<file path="src/verilog/dmacc_regs.vh">
// Purpose: register map and reset values for the dma channel address/count/collision block
// Assumes: avalon-mm word addressing, 32-bit data, 16-bit registers in low bits
// Notes:   included by all design files
//
// Contract
// each channel has a 16-bit read/write peripheral address register cleared at reset.
// each channel has a 14-bit read/write transfer count in bits 13..0, upper two bits read zero.
// a channel performs one more transfer than its programmed count, so zero means one transfer.
// software must not write address or count of a channel while it is enabled and active.
// a read-only flag per channel 0..3 in bits 0..3 reads one after a peripheral write collision; the code sets it only while the channel is enabled.
// bits 15..4 of the collision status read zero and all four flags reset to zero.
// a collision flag sets when a dma write to the peripheral address meets another master's write; the code sets it only while the channel is enabled.
`ifndef DMACC_REGS_VH
`define DMACC_REGS_VH

// --------------------------------------------------------------
// word addresses
// --------------------------------------------------------------
`define DMACC_ADDR_W        6
`define DMACC_OFS_CTRL      6'h00
`define DMACC_OFS_STAT      6'h01
`define DMACC_OFS_COL       6'h02
`define DMACC_OFS_IRQ_STAT  6'h03
`define DMACC_OFS_IRQ_MASK  6'h04
`define DMACC_OFS_CH_BASE   6'h08
`define DMACC_CH_STRIDE     6'h02
`define DMACC_CH_PAD        1'b0
`define DMACC_CH_CNT        1'b1

// --------------------------------------------------------------
// fields and reset values
// --------------------------------------------------------------
`define DMACC_CNT_W         14
`define DMACC_PAD_W         16
`define DMACC_PAD_RST       16'h0000
`define DMACC_CNT_RST       14'h0000
`define DMACC_COL_CH        4
`define DMACC_IRQ_DONE_POS  0
`define DMACC_IRQ_COL_POS   4

`endif

</file>
<file path="src/verilog/dmacc_xfer_counter.v">
// Purpose: per-channel transfer counter
// Assumes: start is a one-cycle pulse, beat marks one completed transfer
// Notes:   loads programmed count and runs count+1 beats
`timescale 1ns/1ps
`include "dmacc_regs.vh"

module dmacc_xfer_counter #(
  parameter CW = `DMACC_CNT_W
) (
  input  wire          clk,     // system clock
  input  wire          reset,   // sync reset, active high
  input  wire          start,   // begin a block
  input  wire [CW-1:0] count,   // programmed count
  input  wire          beat,    // one transfer done
  output reg           active,  // block in progress
  output reg           done     // pulse after last transfer
);

  reg [CW-1:0] left_q;

  // ------------------------------------------------------------
  // remaining-transfer counter
  // ------------------------------------------------------------
  // counting down to zero inclusive gives count+1 beats
  always @(posedge clk)
  begin
    done <= 1'b0;
    if (reset)
    begin
      left_q <= {CW{1'b0}};
      active <= 1'b0;
    end
    else if (start && !active)
    begin
      left_q <= count;
      active <= 1'b1;
    end
    else if (active && beat)
    begin
      if (left_q == {CW{1'b0}})
      begin
        active <= 1'b0;
        done   <= 1'b1;
      end
      else
        left_q <= left_q - {{(CW-1){1'b0}}, 1'b1};
    end
  end

endmodule // dmacc_xfer_counter

</file>
<file path="src/verilog/dmacc_collide.v">
// Purpose: peripheral write collision detector for one channel
// Assumes: both write strobes are on clk
// Notes:   registered compare, flag storage is in the top
`timescale 1ns/1ps
`include "dmacc_regs.vh"

module dmacc_collide #(
  parameter AW = `DMACC_PAD_W
) (
  input  wire          clk,        // system clock
  input  wire          reset,      // sync reset, active high
  input  wire          dma_wr,     // this channel writes peripheral
  input  wire [AW-1:0] dma_addr,   // its peripheral address
  input  wire          other_wr,   // other master writes
  input  wire [AW-1:0] other_addr, // other master address
  output reg           hit         // registered one-cycle collision
);

  // ------------------------------------------------------------
  // same-cycle same-address compare
  // ------------------------------------------------------------
  always @(posedge clk)
  begin
    if (reset)
      hit <= 1'b0;
    else
      hit <= dma_wr && other_wr && (dma_addr == other_addr);
  end

endmodule // dmacc_collide

</file>
<file path="src/verilog/dmacc_top.v">
// Purpose: dma channel address, count and collision status with avalon-mm slave
// Assumes: one clock, sync reset; peripheral writes are driven by the channel engine
// Notes:   registers answer with one wait state
`timescale 1ns/1ps
`include "dmacc_regs.vh"

module dmacc_top #(
  parameter NCH = `DMACC_COL_CH
) (
  input  wire                     clk,            // 10 mhz system clock
  input  wire                     reset,          // sync reset, active high
  input  wire [`DMACC_ADDR_W-1:0] address,        // word address
  input  wire                     read,           // read request
  input  wire                     write,          // write request
  input  wire [3:0]               byteenable,     // byte lanes
  input  wire [31:0]              writedata,      // write data
  output reg  [31:0]              readdata,       // read data
  output wire                     waitrequest,    // stall
  input  wire [NCH-1:0]           beat,           // per channel transfer done
  input  wire [NCH-1:0]           other_wr,       // other master write, per channel port
  input  wire [16*NCH-1:0]        other_addr,     // other master address per channel
  output wire [NCH-1:0]           periph_wr,      // dma peripheral write strobe
  output reg  [16*NCH-1:0]        periph_addr,    // peripheral address out
  output wire [NCH-1:0]           ch_active,      // channel busy
  output wire                     irq             // level interrupt
);

  // ------------------------------------------------------------
  // state
  // ------------------------------------------------------------
  reg  [15:0]      pad_q [0:NCH-1];
  reg  [13:0]      cnt_q [0:NCH-1];
  reg  [NCH-1:0]   en_q;
  reg  [NCH-1:0]   col_q;
  reg  [NCH-1:0]   start_q;
  reg  [7:0]       ist_q;
  reg  [7:0]       imask_q;
  reg              ack_q;
  wire [NCH-1:0]   done;
  wire [NCH-1:0]   hit;
  wire             acc;
  wire             wr_go;
  wire             rd_go;

  // one wait state per access, then release
  assign acc         = (read || write) && !ack_q;
  assign waitrequest = acc;
  assign wr_go       = write && ack_q;
  assign rd_go       = read && ack_q;

  // word index decode for channel registers
  function is_ch;
    input [`DMACC_ADDR_W-1:0] a;
    input integer             ch;
    input                     sel;
    begin
      is_ch = (a == (`DMACC_OFS_CH_BASE + ch[`DMACC_ADDR_W-1:0] * `DMACC_CH_STRIDE
                     + {{(`DMACC_ADDR_W-1){1'b0}}, sel}));
    end
  endfunction

  // ------------------------------------------------------------
  // handshake
  // ------------------------------------------------------------
  always @(posedge clk)
  begin
    if (reset)
      ack_q <= 1'b0;
    else
      ack_q <= acc;
  end

  // ------------------------------------------------------------
  // per-channel registers and sub-blocks
  // ------------------------------------------------------------
  genvar g;
  generate
    for (g = 0; g < NCH; g = g + 1)
    begin : g_ch
      // software writes land regardless; writing while active is the user's hazard
      always @(posedge clk)
      begin
        if (reset)
        begin
          pad_q[g] <= `DMACC_PAD_RST;
          cnt_q[g] <= `DMACC_CNT_RST;
        end
        else if (wr_go)
        begin
          if (is_ch(address, g, `DMACC_CH_PAD))
          begin
            if (byteenable[0]) pad_q[g][7:0]  <= writedata[7:0];
            if (byteenable[1]) pad_q[g][15:8] <= writedata[15:8];
          end
          if (is_ch(address, g, `DMACC_CH_CNT))
          begin
            if (byteenable[0]) cnt_q[g][7:0]  <= writedata[7:0];
            if (byteenable[1]) cnt_q[g][13:8] <= writedata[13:8];
          end
        end
      end

      // address out registered so its view of pad is stable per cycle
      always @(posedge clk)
      begin
        if (reset)
          periph_addr[16*g +: 16] <= 16'h0000;
        else
          periph_addr[16*g +: 16] <= pad_q[g];
      end

      dmacc_xfer_counter #(.CW(`DMACC_CNT_W)) u_cnt (
        .clk    (clk),
        .reset  (reset),
        .start  (start_q[g]),
        .count  (cnt_q[g]),
        .beat   (beat[g]),
        .active (ch_active[g]),
        .done   (done[g])
      );

      assign periph_wr[g] = ch_active[g] && beat[g];

      dmacc_collide #(.AW(16)) u_col (
        .clk        (clk),
        .reset      (reset),
        .dma_wr     (periph_wr[g]),
        .dma_addr   (periph_addr[16*g +: 16]),
        .other_wr   (other_wr[g]),
        .other_addr (other_addr[16*g +: 16]),
        .hit        (hit[g])
      );
    end
  endgenerate

  // ------------------------------------------------------------
  // control: enable bits and start pulses
  // ------------------------------------------------------------
  // writing ones to ctrl bits n and n+4 in the same write starts channel n
  always @(posedge clk)
  begin
    if (reset)
    begin
      en_q    <= {NCH{1'b0}};
      start_q <= {NCH{1'b0}};
    end
    else
    begin
      start_q <= {NCH{1'b0}};
      if (wr_go && address == `DMACC_OFS_CTRL && byteenable[0])
      begin
        en_q    <= writedata[NCH-1:0];
        start_q <= writedata[NCH+3:4] & writedata[NCH-1:0];
      end
    end
  end

  // ------------------------------------------------------------
  // collision flags: sticky, read-only, cleared only by reset
  // ------------------------------------------------------------
  always @(posedge clk)
  begin
    if (reset)
      col_q <= {NCH{1'b0}};
    else
      col_q <= col_q | (hit & en_q);
  end

  // ------------------------------------------------------------
  // interrupt status: read clears, new event wins
  // ------------------------------------------------------------
  // only bits captured into readdata are cleared, so an event landing
  // between capture and release is kept for the next read
  always @(posedge clk)
  begin
    if (reset)
    begin
      ist_q   <= 8'h00;
      imask_q <= 8'h00;
    end
    else
    begin
      if (wr_go && address == `DMACC_OFS_IRQ_MASK && byteenable[0])
        imask_q <= writedata[7:0];
      ist_q <= ((rd_go && address == `DMACC_OFS_IRQ_STAT) ? (ist_q & ~readdata[7:0]) : ist_q)
               | {hit, done};
    end
  end

  assign irq = |(ist_q & imask_q);

  // ------------------------------------------------------------
  // read mux
  // ------------------------------------------------------------
  // data registered at the wait cycle so it stands at the release edge
  integer i;
  always @(posedge clk)
  begin
    if (reset)
    begin
      readdata <= 32'h0000_0000;
    end
    else
    begin
      if (read && !ack_q)
      begin
        readdata <= 32'h0000_0000;
        case (address)
          `DMACC_OFS_CTRL:     readdata <= {28'h0000000, en_q};
          `DMACC_OFS_STAT:     readdata <= {28'h0000000, ch_active};
          `DMACC_OFS_COL:      readdata <= {28'h0000000, col_q};
          `DMACC_OFS_IRQ_STAT: readdata <= {24'h000000, ist_q};
          `DMACC_OFS_IRQ_MASK: readdata <= {24'h000000, imask_q};
          default:
          begin
            for (i = 0; i < NCH; i = i + 1)
            begin
              if (is_ch(address, i, `DMACC_CH_PAD))
                readdata <= {16'h0000, pad_q[i]};
              if (is_ch(address, i, `DMACC_CH_CNT))
                readdata <= {18'h00000, cnt_q[i]};
            end
          end
        endcase
      end
    end
  end

endmodule // dmacc_top

</file>
<file path="config.mk">
export PLATFORM = sky130hd
export DESIGN_NAME = dmacc_top
export DESIGN_NICKNAME = d
export VERILOG_FILES = /design/src/verilog/dmacc_xfer_counter.v /design/src/verilog/dmacc_collide.v /design/src/verilog/dmacc_top.v
export VERILOG_INCLUDE_DIRS = /design/src /design/src/verilog
export SDC_FILE = /design/constraint.sdc
export NUM_CORES = 1
export LEC_CHECK = 0
export ABC_AREA = 1
export ABC_CLOCK_PERIOD_IN_PS = 2700
export BUFFER_PORTS_ARGS = -buffer_cell sky130_fd_sc_hd__buf_2
export CAP_MARGIN = 20
export CORE_UTILIZATION = 45
export CTS_BUF_LIST = sky130_fd_sc_hd__clkbuf_4 sky130_fd_sc_hd__clkbuf_8
export CTS_CLUSTER_DIAMETER = 40
export DETAILED_ROUTE_END_ITERATION = 8
export GPL_TIMING_DRIVEN = 0
export PLACE_DENSITY = 0.68
export SLEW_MARGIN = 20
export SYNTH_ARGS = -nofsm -noshare
export SYNTH_HDL_FRONTEND = slang
export SYNTH_SLANG_ARGS = --single-unit
</file>
<file path="constraint.sdc">
create_clock -name clk -period 2.7 [get_ports clk]
set_input_delay 0.54 -clock clk [delete_from_list [all_inputs] [get_ports clk]]
set_output_delay 0.54 -clock clk [all_outputs]
set_load 0.01 [all_outputs]
</file>
==> flow_summary.ini <==
[status]
status = finished, final reports clean

[synthesis]
async_flop_share = 0
synth_edf_count = 120
synth.area.mux_share = 0
synth_top_family_by_area = simple AND/OR/NAND/NOR gates
syn_area_per_cell_um2 = 7.98
yosysTopAreaCell = edfxtp_1
synth_seq_cells = 297
synth-simple-area-share = 0.240
synthAdderAreaFrac = 0.00359
netlist_instances = 1747
synthTopCellsByArea = edfxtp_1 (26%), dfxtp_1 (25%), nand2_1 (8.6%)
synth_xor_area_frac = 0.0327
netlist_area_um2 = 13900
synth.top_cell.area_share = 0.258
synth-compound-area-share = 0.114
synth_flop_cell = dfxtp_1
seq_area_frac_synth = 0.513
ys_warn_count = 0
synthDistinctLibCells = 46

[floorplanning]
io_pins = 224
dieArea_um2 = 31700
fp-row-count = 64
fp.dieH_um = 178
floorplan.initialDensity = 0.457
fp.coreArea_um2 = 30500
die_w_um = 178

[power_and_ir_drop]
power_density_nw_per_um2 = 615
max-vdd-ir-drop_v = 0.000292
leakage_nw = 7.58
power_mw = 10.3
p_comb_frac = 0.063
switchingPower_mw = 2.47
power_frac_seq = 0.472
clockPowerShare = 0.465
swShare = 0.240
p_int_mw = 7.79

[drt]
viasPerCell = 5.26
drt-initial-drc-count = 1370
num_vias = 12900
drt-total-wl_um = 46000
ant_nets = 0
wl_per_cell_um = 18.8
drc = 0
first_pass_iters = 5

[setup_path]
reg2reg_depth = 4
crit_type = primary input to register
start_kind = primary input
ff2ff_setup_slack_ns = 0.42
worstPathMaxFanout = 9
cp-end-kind = register
reg2reg_to = pad_q[1][8]
arrival_ns = 2.58
crit_required_ns = 2.90
r2r-start = ack_q

[placement]
place_congestion = 0.997
placed_cell_area_um2 = 15400
io_buffers = 189
dp_hpwl_um = 34100
dp_slack_ns = -0.266

[timing]
fmax_ghz = 0.421
rsz0062_at_grt = no
worst_hold_slack_ns = 0.241
hold_viol = 0
layout_setup_ws_ns = 0.322
maxSlewHeadroom = 0.268
worstMarginPinSlew_ns = 1.09
drv_slew = 0
period_needed_ns = 2.38
finalSetupViolCount = 0
tns_ns = 0
skew_ns = 0.0315
period_share = 0.881

[grt]
grt_max_degree = 14
overflow = 0
grt_pass1_wl_um = 67900
grt.total_usage = 0.290
antenna_found_initial = 0
first_global_vias = 12000

[clocking]
cts_resized = 0
postCtsHoldBufs = 0
numCtsBuffers = 53
cts_root_buf = clkbuf_8
cts_sinks = 297
cts.clk_slew.worst_paths_ns = 0.06
worst_skew_pair.late_latency_ns = 0.59
h-tree-depth = 2
tritoncts = yes
clockBufferDepth = 3
postCtsSetupBuffers = 0

[min_path]
hold_path.class = primary input to register
hold_depth = 3
hold_end = ack_q
worstHoldStart = write

[layout]
finalInstanceArea_um2 = 16700
post_route_cells_drive_above_1_share = 0.183
antenna_cells = 0
syn_to_final_growth_pct = 19.7
finalNetCount = 2129

[flow_run]
maxCapViolations = 0
-- routing by layer --
metal,vias to the layer above,wire length [µm],global-route usage
met5,-,0,0
met4,0,2010,0.130
met3,110,4230,0.0507
met2,607,20600,0.460
met1,5992,19200,0.386
li1,6163,-,-
-- layout make-up --
class / instances / area (µm²)
Sequential cell: 297 / 7150
Tap cell: 396 / 495
Fill cell: 2919 / 13800
Inverter: 248 / 931
Buffer: 73 / 419
Clock inverter: 15 / 166
Multi-Input combinational cell: 1144 / 5500
Timing Repair Buffer: 190 / 951
Clock buffer: 85 / 1080
-- cells in the final DEF, fill, tap and decap left out, types with 5 or more instances in the layout --
cell      netlist  routed
a211oi_1        5       5
a21oi_1        93      93
a221oi_1       11      11
a22o_1          6       6
a22oi_1        14      14
a31oi_1        21      21
buf_2          11     200
buf_4          29      29
clkbuf_1       28      28
clkbuf_4        0      15
clkbuf_8        0      70
clkinv_1        5       6
clkinv_2        0       5
conb_1          1      16
dfxtp_1       177     177
edfxtp_1      120     120
inv_1         231     231
inv_2          12      12
nand2_1       321     321
nand2_2         7       7
nand3_1        64      64
nand3_2         8       8
nand4_1        23      23
nor2_1        318     318
nor2_2          7       7
nor3_1         24      24
nor4_1          7       7
o211ai_1       11      11
o21ai_0        82      76
o21ai_1         4      10
o22ai_1        22      22
or2_0           7       7
xnor2_1        12      12
xor2_1         40      40
-- worst max path at each step --
stage | from | end | slack, ns
6_report | address[5] | pad_q[2][0] | 0.32
5_1_grt | address[5] | pad_q[2][0] | 0.14
4_1_cts | ack_q | pad_q[0][9] | 0.27
3_5_place_dp | address[5] | pad_q[2][10] | -0.27
3_3_place_gp | address[5] | pad_q[2][10] | -0.21
2_1_floorplan | address[4] | pad_q[1][10] | 0.48
-- per-stage QoR --
step	instances	utilization
floorplan	1762	-
global placement	2347	0.506
detailed placement	2347	0.506
CTS	2447	0.547
global route	2448	0.547
finish	2448	0.547
-- flip-flops by register name (all words and copies together) (netlist names) --
register,cells
ack_q,1
cnt_q,56
col_q,4
en_q,4
g_ch.u_cnt.active,4
g_ch.u_cnt.done,4
g_ch.u_cnt.left_q,56
g_ch.u_col.hit,4
imask_q,8
ist_q,8
pad_q,64
periph_addr,64
readdata,16
start_q,4
-- power groups by stage --
stage / registers (mW) / logic (mW) / clock network, mW
3_5_place_dp: 4.94 / 0.635 / 0
2_1_floorplan: 4.93 / 0.305 / 0
6_report: 4.84 / 0.647 / 4.77
4_1_cts: 4.84 / 0.637 / 4.80
5_1_grt: 4.85 / 0.696 / 5.00
3_3_place_gp: 4.94 / 0.628 / 0
-- synthesized netlist by cell type, types with 12 or more instances --
cell and n:
buf_4 29, a22oi_1 14, o22ai_1 22, a31oi_1 21
a21oi_1 93, nor2_1 318, nand4_1 23, nand2_1 321
nor3_1 24, inv_1 231, inv_2 12, o21ai_0 82
xor2_1 40, dfxtp_1 177, nand3_1 64, xnor2_1 12
clkbuf_1 28, edfxtp_1 120
-- cell families (layout without fill, tap and decap cells) --
kind of cell / Yosys count / count (layout)
other cells: 1 / 16
compound gates: 274 / 274
buf+inv: 321 / 611
xor+xnor: 52 / 52
flops: 297 / 297
fa+ha+maj: 4 / 4
simple gates: 798 / 798
-- critical path: stages --
cell      delay, ns
buf_2          0.10
nor2_1         0.27
nand2_1        0.20
nor2_2         0.25
clkinv_1       0.29
o21ai_0        0.93
Power figures use the tool's default switching activity.
